## src/rtl/lpc_pkg.sv

```systemverilog
// Constants shared by the LED pump and PWM control block.
// Assumes a single 100 MHz system clock.
package lpc_pkg;
	// ----------------------------------------------------------------
	// Register offsets
	// ----------------------------------------------------------------
	localparam logic [7:0] REG_ENABLE = 8'h00;
	localparam logic [7:0] REG_PWM_R = 8'h02;
	localparam logic [7:0] REG_PWM_G = 8'h03;
	localparam logic [7:0] REG_PWM_B = 8'h04;
	localparam logic [7:0] REG_CURRENT_R = 8'h05;
	localparam logic [7:0] REG_CURRENT_G = 8'h06;
	localparam logic [7:0] REG_CURRENT_B = 8'h07;
	localparam logic [7:0] REG_CONFIG = 8'h08;
	localparam logic [7:0] REG_STATUS = 8'h0C;
	// ----------------------------------------------------------------
	// Field positions and encodings
	// ----------------------------------------------------------------
	localparam int LOG_CURVE_BIT = 7;
	localparam int PWM_FAST_BIT = 6;
	localparam int GAIN_SEL_HI = 4;
	localparam int GAIN_SEL_LO = 3;
	localparam int RED_SUPPLY_BIT = 2;
	localparam logic [1:0] GAIN_OFF = 2'h0;
	localparam logic [1:0] GAIN_1X = 2'h1;
	localparam logic [1:0] GAIN_1P5X = 2'h2;
	localparam logic [1:0] GAIN_AUTO = 2'h3;
	// ----------------------------------------------------------------
	// Reset values
	// ----------------------------------------------------------------
	localparam logic [7:0] ENABLE_RST = 8'h00;
	localparam logic [7:0] CONFIG_RST = 8'h00;
	localparam logic [7:0] PWM_RST = 8'h00;
	localparam logic [7:0] CURRENT_RST = 8'hAF;
	// ----------------------------------------------------------------
	// Timing
	// ----------------------------------------------------------------
	localparam int CLK_HZ = 100_000_000;
	localparam int PWM_STEPS = 256;
	localparam int PWM_SLOW_HZ = 256;
	localparam int PWM_FAST_HZ = 558;
	localparam logic [10:0] PWM_SLOW_DIV = 11'(CLK_HZ / (PWM_SLOW_HZ * PWM_STEPS));
	localparam logic [10:0] PWM_FAST_DIV = 11'(CLK_HZ / (PWM_FAST_HZ * PWM_STEPS));
	localparam int IDLE_MS = 50;
	localparam int IDLE_CYCLES = CLK_HZ / 1000 * IDLE_MS;
	localparam int FILTER_US = 20;
	localparam int FILTER_CYCLES = CLK_HZ / 1_000_000 * FILTER_US;
	localparam logic [6:0] DEV_ADDR_BASE = 7'h30;
endpackage

```

## src/rtl/lpc_reg_if.sv

```systemverilog
// Register access path between the serial slave and the register file.
// Both ends run on sys_clk.
`timescale 1ns/100ps
`default_nettype none
interface lpc_reg_if;
	logic wr_en;
	logic [7:0] addr;
	logic [7:0] wdata;
	logic [7:0] rdata;
	modport slave (output wr_en, output addr, output wdata, input rdata);
	modport regs (input wr_en, input addr, input wdata, output rdata);
endinterface
`default_nettype wire

```

## src/rtl/lpc_gain_ctrl.sv

```systemverilog
// Charge pump gain controller with headroom filtering and idle timeout.
// Inputs are already synchronised to sys_clk.
`timescale 1ns/100ps
`default_nettype none
module lpc_gain_ctrl #(
	parameter int IDLE_LIMIT = lpc_pkg::IDLE_CYCLES,
	parameter int FILTER_LIMIT = lpc_pkg::FILTER_CYCLES
) (
	input wire logic sys_clk, // System clock.
	input wire logic rst_n, // Asynchronous reset, active low.
	input wire logic [1:0] gain_sel, // Pump gain select field.
	input wire logic red_to_supply, // Red source on the supply.
	input wire logic [2:0] low_headroom, // Driver lacks headroom, per output.
	input wire logic [2:0] supply_ok, // Supply alone suffices, per output.
	input wire logic leds_active, // Any output is lit.
	output logic pump_enable, // Pump running.
	output logic pump_boost // Pump at 1.5x.
);
	import lpc_pkg::*;

	initial begin
		if (IDLE_LIMIT < 1 || FILTER_LIMIT < 1) begin
			$error("lpc_gain_ctrl: limits must be positive");
		end
	end

	typedef enum logic {GS_BYPASS, GS_BOOST} lpc_gstate_t;

	function automatic logic [31:0] filt_step(input logic raw, input logic [31:0] cnt);
		if (!raw) begin
			filt_step = 32'h0;
		end else if (cnt == 32'(FILTER_LIMIT)) begin
			filt_step = cnt;
		end else begin
			filt_step = cnt + 32'h1;
		end
	endfunction

	lpc_gstate_t gstate;
	lpc_gstate_t next_gstate;
	logic [31:0] up_cnt;
	logic [31:0] down_cnt;
	logic [31:0] idle_cnt;

	wire logic [2:0] mon_mask = red_to_supply ? 3'h6 : 3'h7;
	wire logic want_up = |(low_headroom & mon_mask);
	wire logic want_down = &(supply_ok | ~mon_mask);
	wire logic up_f = (up_cnt == 32'(FILTER_LIMIT));
	wire logic down_f = (down_cnt == 32'(FILTER_LIMIT));
	wire logic idle = (idle_cnt == 32'(IDLE_LIMIT));
	wire logic auto_mode = (gain_sel == GAIN_AUTO);

	always_comb begin
		next_gstate = gstate;
		case (gstate)
			GS_BYPASS: begin
				if (up_f && !idle) begin
					next_gstate = GS_BOOST;
				end
			end
			GS_BOOST: begin
				if (idle || down_f) begin
					next_gstate = GS_BYPASS;
				end
			end
			default: next_gstate = GS_BYPASS;
		endcase
		if (!auto_mode) begin
			next_gstate = GS_BYPASS;
		end
	end

	always_ff @(posedge sys_clk or negedge rst_n) begin
		if (!rst_n) begin
			gstate <= GS_BYPASS;
			up_cnt <= 32'h0;
			down_cnt <= 32'h0;
			idle_cnt <= 32'h0;
			pump_enable <= 1'b0;
			pump_boost <= 1'b0;
		end else begin
			gstate <= next_gstate;
			up_cnt <= filt_step(want_up && auto_mode, up_cnt);
			down_cnt <= filt_step(want_down && auto_mode, down_cnt);
			idle_cnt <= leds_active ? 32'h0 : (idle ? idle_cnt : idle_cnt + 32'h1);
			pump_enable <= (gain_sel != GAIN_OFF);
			pump_boost <= (gain_sel == GAIN_1P5X) || (next_gstate == GS_BOOST);
		end
	end
endmodule
`default_nettype wire

```

## src/rtl/lpc_i2c_slave.sv

```systemverilog
// Two-wire serial register slave: pointer byte, then data, auto increment.
// Pins arrive asynchronously and are synchronised here.
`timescale 1ns/100ps
`default_nettype none
module lpc_i2c_slave (
	input wire logic sys_clk, // System clock.
	input wire logic rst_n, // Asynchronous reset, active low.
	input wire logic [6:0] dev_addr, // Own bus address.
	input wire logic scl_in, // Serial clock pin.
	input wire logic sda_in, // Serial data pin level.
	output logic sda_out, // Serial data drive value.
	output logic sda_oe_n, // Data drive enable, active low.
	lpc_reg_if.slave rbus // Register access.
);
	typedef enum logic [2:0] {SL_IDLE, SL_ADDR, SL_PTR, SL_WR, SL_ACK, SL_RD, SL_RACK} lpc_sl_t;

	logic [1:0] scl_sync;
	logic [1:0] sda_sync;
	logic scl_q;
	logic sda_q;
	lpc_sl_t state;
	logic [3:0] bitcnt;
	logic [7:0] shreg;
	logic [7:0] ptr;
	logic is_read;
	logic ptr_next;
	logic drive;

	wire logic scl_s = scl_sync[1];
	wire logic sda_s = sda_sync[1];
	wire logic start = scl_s && scl_q && sda_q && !sda_s;
	wire logic stop = scl_s && scl_q && !sda_q && sda_s;
	wire logic rise = scl_s && !scl_q;
	wire logic fall = !scl_s && scl_q;
	wire logic rx_state = (state == SL_ADDR) || (state == SL_PTR) || (state == SL_WR);

	assign sda_out = 1'b0;
	assign sda_oe_n = !drive;
	assign rbus.addr = ptr;

	always_ff @(posedge sys_clk or negedge rst_n) begin
		if (!rst_n) begin
			scl_sync <= 2'h3;
			sda_sync <= 2'h3;
			scl_q <= 1'b1;
			sda_q <= 1'b1;
		end else begin
			scl_sync <= {scl_sync[0], scl_in};
			sda_sync <= {sda_sync[0], sda_in};
			scl_q <= scl_s;
			sda_q <= sda_s;
		end
	end

	always_ff @(posedge sys_clk or negedge rst_n) begin
		if (!rst_n) begin
			state <= SL_IDLE;
			bitcnt <= 4'h0;
			shreg <= 8'h00;
			ptr <= 8'h00;
			is_read <= 1'b0;
			ptr_next <= 1'b0;
			drive <= 1'b0;
			rbus.wr_en <= 1'b0;
			rbus.wdata <= 8'h00;
		end else begin
			rbus.wr_en <= 1'b0;
			// Advance the pointer only after the register file has used it for the write.
			if (rbus.wr_en) begin
				ptr <= ptr + 8'h01;
			end
			if (start) begin
				state <= SL_ADDR;
				bitcnt <= 4'h0;
				drive <= 1'b0;
			end else if (stop) begin
				state <= SL_IDLE;
				drive <= 1'b0;
			end else if (rise && rx_state && bitcnt != 4'h8) begin
				shreg <= {shreg[6:0], sda_s};
				bitcnt <= bitcnt + 4'h1;
			end else if (rise && state == SL_RACK) begin
				state <= sda_s ? SL_IDLE : SL_ACK;
			end else if (fall && rx_state && bitcnt == 4'h8) begin
				drive <= 1'b1;
				state <= SL_ACK;
				if (state == SL_ADDR) begin
					is_read <= shreg[0];
					ptr_next <= !shreg[0];
					if (shreg[7:1] != dev_addr) begin
						drive <= 1'b0;
						state <= SL_IDLE;
					end
				end else if (state == SL_PTR) begin
					ptr <= shreg;
				end else begin
					rbus.wr_en <= 1'b1;
					rbus.wdata <= shreg;
				end
			end else if (fall && state == SL_ACK) begin
				bitcnt <= 4'h0;
				drive <= 1'b0;
				if (is_read) begin
					shreg <= rbus.rdata;
					drive <= !rbus.rdata[7];
					ptr <= ptr + 8'h01;
					state <= SL_RD;
				end else begin
					state <= ptr_next ? SL_PTR : SL_WR;
					ptr_next <= 1'b0;
				end
			end else if (rise && state == SL_RD) begin
				bitcnt <= bitcnt + 4'h1;
			end else if (fall && state == SL_RD) begin
				if (bitcnt == 4'h8) begin
					drive <= 1'b0;
					state <= SL_RACK;
				end else begin
					shreg <= {shreg[6:0], 1'b0};
					drive <= !shreg[6];
				end
			end
		end
	end
endmodule
`default_nettype wire

```

## src/rtl/lpc_top.sv

```systemverilog
// Top of the LED pump gain and PWM control block.
// Assumes a 100 MHz sys_clk; all pins are asynchronous to it.
// Functional notes
// - Gain field 00 off, 01 forced 1x, 10 forced 1.5x, 11 automatic.
// - Automatic mode raises gain to 1.5x when any monitored driver lacks headroom.
// - Automatic mode returns to 1x once supply alone keeps all monitored drivers unsaturated.
// - Automatic mode falls back to bypass after outputs idle over 50 ms.
// - Headroom indications are digitally filtered before changing gain.
// - Red to supply set means red headroom is ignored; green and blue still watched.
// - Red source bit resets to 0 (pump); 1 puts red on supply.
// - Each channel has an 8-bit current code, 0.1 mA steps, 25.5 mA maximum.
// - Each channel modulates its current with an 8-bit PWM duty.
// - PWM runs at 256 Hz with rate bit 0, 558 Hz with 1.
// - Dimming curve bit selects linear (0) or logarithmic (1) duty mapping.
// - Dimming curve bit is bit 7 of the enable register.
// - PWM rate bit is bit 6 of the configuration register.
`timescale 1ns/100ps
`default_nettype none
module lpc_top #(
	parameter int IDLE_LIMIT = lpc_pkg::IDLE_CYCLES,
	parameter int FILTER_LIMIT = lpc_pkg::FILTER_CYCLES
) (
	input wire logic sys_clk, // System clock, 100 MHz.
	input wire logic rst_n, // Asynchronous reset, active low.
	input wire logic scl_in, // Serial clock pin.
	input wire logic sda_in, // Serial data pin level.
	output logic sda_out, // Serial data drive value.
	output logic sda_oe_n, // Serial data drive enable, active low.
	input wire logic [1:0] addr_sel, // Address select straps.
	input wire logic [2:0] low_headroom, // Saturation monitor, bit 0 red.
	input wire logic [2:0] supply_ok, // Supply sufficient, bit 0 red.
	output logic [2:0] led_pwm, // PWM gate per output, bit 0 red.
	output logic [7:0] led_current [3], // Current code per output.
	output logic pump_enable, // Charge pump on.
	output logic pump_boost, // Charge pump at 1.5x.
	output logic red_on_supply // Red source switched to supply.
);
	import lpc_pkg::*;

	initial begin
		if (IDLE_LIMIT < 1 || FILTER_LIMIT < 1) begin
			$error("lpc_top: limits must be positive");
		end
	end

	// ----------------------------------------------------------------
	// Logarithmic duty mapping
	// ----------------------------------------------------------------
	// Exponent in the top three bits, mantissa below, zero kept dark.
	function automatic logic [7:0] log_map(input logic [7:0] d);
		logic [12:0] v;
		v = 13'({8'h01, d[4:0]}) << d[7:5];
		log_map = (d == 8'h00) ? 8'h00 : v[12:5];
	endfunction

	// ----------------------------------------------------------------
	// Registers
	// ----------------------------------------------------------------
	logic [7:0] enable_reg;
	logic [7:0] config_reg;
	logic [7:0] pwm_reg [3];
	logic [7:0] current_reg [3];
	logic [1:0] addr_s1;
	logic [1:0] addr_s2;
	logic [2:0] hr_s1;
	logic [2:0] hr_s2;
	logic [2:0] ok_s1;
	logic [2:0] ok_s2;

	lpc_reg_if rif();

	lpc_i2c_slave u_slave (
		.sys_clk(sys_clk),
		.rst_n(rst_n),
		.dev_addr({DEV_ADDR_BASE[6:2], addr_s2}),
		.scl_in(scl_in),
		.sda_in(sda_in),
		.sda_out(sda_out),
		.sda_oe_n(sda_oe_n),
		.rbus(rif.slave)
	);

	wire logic log_curve = enable_reg[LOG_CURVE_BIT];
	wire logic pwm_fast = config_reg[PWM_FAST_BIT];
	wire logic [1:0] gain_select = config_reg[GAIN_SEL_HI:GAIN_SEL_LO];
	wire logic red_source_to_supply = config_reg[RED_SUPPLY_BIT];

	always_ff @(posedge sys_clk or negedge rst_n) begin
		if (!rst_n) begin
			addr_s1 <= 2'h0;
			addr_s2 <= 2'h0;
			hr_s1 <= 3'h0;
			hr_s2 <= 3'h0;
			ok_s1 <= 3'h0;
			ok_s2 <= 3'h0;
		end else begin
			addr_s1 <= addr_sel;
			addr_s2 <= addr_s1;
			hr_s1 <= low_headroom;
			hr_s2 <= hr_s1;
			ok_s1 <= supply_ok;
			ok_s2 <= ok_s1;
		end
	end

	always_ff @(posedge sys_clk or negedge rst_n) begin
		if (!rst_n) begin
			enable_reg <= ENABLE_RST;
			config_reg <= CONFIG_RST;
			for (int c = 0; c < 3; c++) begin
				pwm_reg[c] <= PWM_RST;
				current_reg[c] <= CURRENT_RST;
			end
		end else if (rif.wr_en) begin
			case (rif.addr)
				REG_ENABLE: enable_reg <= rif.wdata;
				REG_CONFIG: config_reg <= rif.wdata;
				REG_PWM_R: pwm_reg[0] <= rif.wdata;
				REG_PWM_G: pwm_reg[1] <= rif.wdata;
				REG_PWM_B: pwm_reg[2] <= rif.wdata;
				REG_CURRENT_R: current_reg[0] <= rif.wdata;
				REG_CURRENT_G: current_reg[1] <= rif.wdata;
				REG_CURRENT_B: current_reg[2] <= rif.wdata;
				default: ;
			endcase
		end
	end

	// ----------------------------------------------------------------
	// Read back
	// ----------------------------------------------------------------
	wire logic [7:0] status_val = {6'h00, pump_boost, pump_enable};

	always_comb begin
		case (rif.addr)
			REG_ENABLE: rif.rdata = enable_reg;
			REG_CONFIG: rif.rdata = config_reg;
			REG_PWM_R: rif.rdata = pwm_reg[0];
			REG_PWM_G: rif.rdata = pwm_reg[1];
			REG_PWM_B: rif.rdata = pwm_reg[2];
			REG_CURRENT_R: rif.rdata = current_reg[0];
			REG_CURRENT_G: rif.rdata = current_reg[1];
			REG_CURRENT_B: rif.rdata = current_reg[2];
			REG_STATUS: rif.rdata = status_val;
			default: rif.rdata = 8'h00;
		endcase
	end

	// ----------------------------------------------------------------
	// PWM timebase
	// ----------------------------------------------------------------
	logic [10:0] div_cnt;
	logic [7:0] pwm_cnt;
	wire logic [10:0] div_last = (pwm_fast ? PWM_FAST_DIV : PWM_SLOW_DIV) - 11'h001;
	wire logic pwm_tick = (div_cnt >= div_last);

	always_ff @(posedge sys_clk or negedge rst_n) begin
		if (!rst_n) begin
			div_cnt <= 11'h000;
			pwm_cnt <= 8'h00;
		end else if (pwm_tick) begin
			div_cnt <= 11'h000;
			pwm_cnt <= pwm_cnt + 8'h01;
		end else begin
			div_cnt <= div_cnt + 11'h001;
		end
	end

	// ----------------------------------------------------------------
	// Channel outputs
	// ----------------------------------------------------------------
	logic [7:0] duty_eff [3];
	logic [2:0] next_pwm;
	logic [2:0] ch_lit;

	for (genvar c = 0; c < 3; c++) begin : g_ch
		assign duty_eff[c] = log_curve ? log_map(pwm_reg[c]) : pwm_reg[c];
		assign next_pwm[c] = (duty_eff[c] > pwm_cnt);
		assign ch_lit[c] = (duty_eff[c] != 8'h00) && (current_reg[c] != 8'h00);
	end

	always_ff @(posedge sys_clk or negedge rst_n) begin
		if (!rst_n) begin
			led_pwm <= 3'h0;
			red_on_supply <= 1'b0;
			for (int c = 0; c < 3; c++) begin
				led_current[c] <= CURRENT_RST;
			end
		end else begin
			led_pwm <= next_pwm;
			red_on_supply <= red_source_to_supply;
			for (int c = 0; c < 3; c++) begin
				led_current[c] <= current_reg[c];
			end
		end
	end

	// ----------------------------------------------------------------
	// Pump gain control
	// ----------------------------------------------------------------
	lpc_gain_ctrl #(
		.IDLE_LIMIT(IDLE_LIMIT),
		.FILTER_LIMIT(FILTER_LIMIT)
	) u_gain (
		.sys_clk(sys_clk),
		.rst_n(rst_n),
		.gain_sel(gain_select),
		.red_to_supply(red_source_to_supply),
		.low_headroom(hr_s2),
		.supply_ok(ok_s2),
		.leds_active(|ch_lit),
		.pump_enable(pump_enable),
		.pump_boost(pump_boost)
	);
endmodule
`default_nettype wire

```

## config.mk

```make
export PLATFORM = sky130hd
export DESIGN_NAME = lpc_top
export DESIGN_NICKNAME = d
export VERILOG_FILES = /design/src/rtl/lpc_pkg.sv /design/src/rtl/lpc_reg_if.sv /design/src/rtl/lpc_gain_ctrl.sv /design/src/rtl/lpc_i2c_slave.sv /design/src/rtl/lpc_top.sv
export SDC_FILE = /design/constraint.sdc
export NUM_CORES = 1
export LEC_CHECK = 0
export CELL_PAD_IN_SITES_DETAIL_PLACEMENT = 0
export CELL_PAD_IN_SITES_GLOBAL_PLACEMENT = 2
export CORE_ASPECT_RATIO = 1.1
export CORE_MARGIN = 2
export CORE_UTILIZATION = 38
export CTS_CLUSTER_DIAMETER = 100
export DETAILED_ROUTE_END_ITERATION = 10
export DONT_BUFFER_PORTS = 1
export GPL_ROUTABILITY_DRIVEN = 0
export PLACE_DENSITY = 0.74
export SLEW_MARGIN = 20
export SYNTH_ARGS = -nofsm -noshare
export SYNTH_HDL_FRONTEND = slang
export SYNTH_SLANG_ARGS = --single-unit
```

## constraint.sdc

```tcl
create_clock -name sys_clk -period 2.5 [get_ports sys_clk]
set_input_delay 0 -clock sys_clk [delete_from_list [all_inputs] [get_ports sys_clk]]
set_output_delay 0 -clock sys_clk [all_outputs]
set_load 0.01 [all_outputs]
```

==> metrics <==
# rows=73; Setup CP Type=register to register; max-cap violation count=0; TritonCTS clock tree=built; largest family of logic cells by synthesized area=simple AND/OR/NAND/NOR gates; mapped cell area=13900 µm²; core area=36100 µm²; proportion of synthesized chip area in sequential cells=48.6%; post-route minimum period=2350 ps; GR Overflow Total=0; average cell area after synthesis=10.3 µm²; syn nets=1406; most used cell, CP=o21ai_0; share of layout cells above drive strength 1=17.8%; setup_tns=0 ps; CP endpoint kind=register; Synth Area in XOR/XNOR=6.26%; Peak VDD IR=485 µV; status=complete, but fails checks; synth unique cells=75; compound-cell area share of the yosys netlist=10.2%; Pwr Density=612 nW/µm²; I/O Buffers=0; pre-CTS WS=162 ps; CP max stage delay=460 ps; Yosys reg bits=267; hold buffers post-CTS=20; Top Ports=44; Reg clk slew, reported paths=60 ps; failing checks=hold timing; Skew-Pair Late Insertion Delay=580 ps; Max Slew Vio Count=0; HP Class=primary input to async pin; mux contribution to synthesized area=8.47%; largest net degree at the start of global routing=268; DRT Wirelength=34900 µm; Synth Flop Type=dfrtp_1; Post-CTS Setup Bufs=0; number of diodes=0; DR top layer=met4; endpoints failing setup=0; largest cells by area after synthesis=dfrtp_1 (41%), dfstp_2 (8.0%), mux2_2 (5.9%), ha_1 (4.2%), xnor2_1 (3.4%); Clock Tree Buf Depth=3; WL per Instance=18.3 µm; # nets final=1459; Slew @ Worst Pin=756 ps; drt pass-1 iters=5; worst-path cell chain=mux2i_1 > o21ai_0 > nand2_1 > o21ai_0 > mux2_2 > ha_1 > nor2b_1 > o21a_1 > o21a_1 > o21ai_0 > a21oi_1; Final Hold Violating Endpoints=267; Leak Pwr=6.79 nW; Via Count=10200; adder-cell share of the synthesized area=4.16%; Post-synth EDFFs=0; number of synthesis warnings=0; Worst Setup SP=pwm_reg[13]; Met1 Wirelength=16000 µm; crit path max fanout=6; Simple-Gate Fraction of Synth Area=19.3%; biggest regs=u_gain.down_cnt: 32 flops, u_gain.idle_cnt: 32 flops, u_gain.up_cnt: 32 flops; DRC errors left=0; Post-synth ARST share=100%; Mapped Cells=1348; post-synth top area share=40.7%; Required @ worst endpoint=2950 ps; clk_skew=10.3 ps; Hold WS=-880 ps; Critical Path Start Type=register; CP max-delay cell=dfrtp_1; Worst slew margin=49.2%; met3 WL post-DR=1480 µm; Layout area overhead=15.6%; FMAX=426 MHz; crit share post-route=93.8%; DIE HEIGHT=204 µm; RSZ-0062 raised after global routing=false; Die Wd=186 µm; dominant cell type by area after synthesis=dfrtp_1; r2r startpoint=pwm_reg[13]; final worst slack=154 ps; vias in the first global route=10200; initial antenna violation count=0; Antenna Nets Post-Route=0; Starting Density=38.4%; Clock Sinks=267; WP data arrival=2800 ps; post-DP HPWL=23600 µm; global-route wire length before repair=57200 µm; Max H-tree Level=1; post-layout util=44.4%; Num CTS Buffers=31; Die ar.=38000 µm²; CTS root buf=clkbuf_16; GRT Util Overall=18.9%; starting DRC count in detailed routing=680; Avg Vias per Cell=5.35; wire length on met2=16800 µm
-- placed cells by master, fill, tap and decap left out, types with 46 or more instances in the layout --
| cell type | Yosys | final |
|---|---|---|
| a21oi_1 | 51 | 51 |
| buf_4 | 1 | 58 |
| dfrtp_1 | 225 | 223 |
| ha_1 | 46 | 46 |
| inv_1 | 47 | 47 |
| mux2_2 | 72 | 72 |
| nand2_1 | 106 | 106 |
| nand3_1 | 51 | 51 |
| nor2_1 | 123 | 123 |
| o21ai_0 | 59 | 59 |
| xnor2_1 | 53 | 53 |
| xor2_1 | 46 | 46 |
-- cell families (layout without fill, tap and decap cells) --
| kind of cell | after synthesis | after routing |
|---|---|---|
| buffers and inverters | 105 | 183 |
| multiplexers | 107 | 107 |
| AND/OR/NAND/NOR | 504 | 504 |
| XOR/XNOR | 99 | 99 |
| adder cells (fa/ha/maj) | 46 | 46 |
| other | 1 | 1 |
| AO/OA/AOI/OAI | 219 | 219 |
| flip-flops | 267 | 267 |
-- layer usage --
metal | global-route usage, % | vias to the layer above
met5 | 0 | -
met4 | 4.44 | 0
met3 | 2.78 | 46
met2 | 31.3 | 183
met1 | 26.0 | 5086
li1 | - | 4926
-- critical path: cells and delay by family, from the launching register on --
family	cells	cell delay [ps]
simple gates	2	210
mux	2	540
flops	1	460
compound gates	6	740
fa+ha+maj	1	280
-- report_power, final --
part | leakage (nW) | internal [mW] | total, mW | switching, mW
logic | 2.76 | 0.135 | 0.243 | 0.108
registers | 3.48 | 4.43 | 4.58 | 0.153
clock network | 0.549 | 3.07 | 4.97 | 1.90
-- cells in the mapped netlist, drive strengths merged (10+ instances only) --
cell and instances:
a21o 10, ha 46, and4 13, xnor2 53
a22oi 11, nor4 34, clkbuf 46, nand2 106
dfstp 42, o21ai 61, a21oi 51, or3 16
nor2b 16, inv 47, mux2i 25, o22ai 10
nand4 41, a21boi 10, dfrtp 225, nor2 127
buf 12, xor2 46, mux2 82, and3 32
nand3 51, nor3 24
-- timing repair --
action / in CTS / in global routing
hold endpoints to repair: 277 / 267
gates resized for setup: 0 / 2
endpoints found under the setup margin: 0 / 2
-- metrics by stage --
stage                     hold WS (ps)  total power, mW  instances  cell area, µm²
after floorplan                   -296             4.77       1348           13900
after global placement            -284             4.87       1835           14700
after detailed placement          -282             4.88       1835           14700
after CTS                         -906             9.95       1913           16000
after global routing              -912             10.1       1913           16000
final                             -880             9.80       1913           16000
-- path summary, 6_finish.rpt --
path | endpoint | slack [ps] | cells past startpoint
worst max-delay path | led_pwm[1] | 150 | 11
worst min-delay path | u_gain.up_cnt[24] | -880 | 0
worst max register to register | led_pwm[1] | 150 | 11
worst min register to register | ok_s2[1] | 350 | 0
max in group asynchronous | current_reg[8] | 2910 | 0
min in group sys_clk | ok_s2[1] | 350 | 0
-- cell type report --
class                   instances  area [µm²]
inverters                      47         176
well taps                     487         609
multi-input cells             976        6720
clock buffers                  43         913
clock inverters                15         220
fillers                      3410       20100
repair buffers                 78         636
flip-flops and latches        267        6740
(Power assumes the default switching activity.)
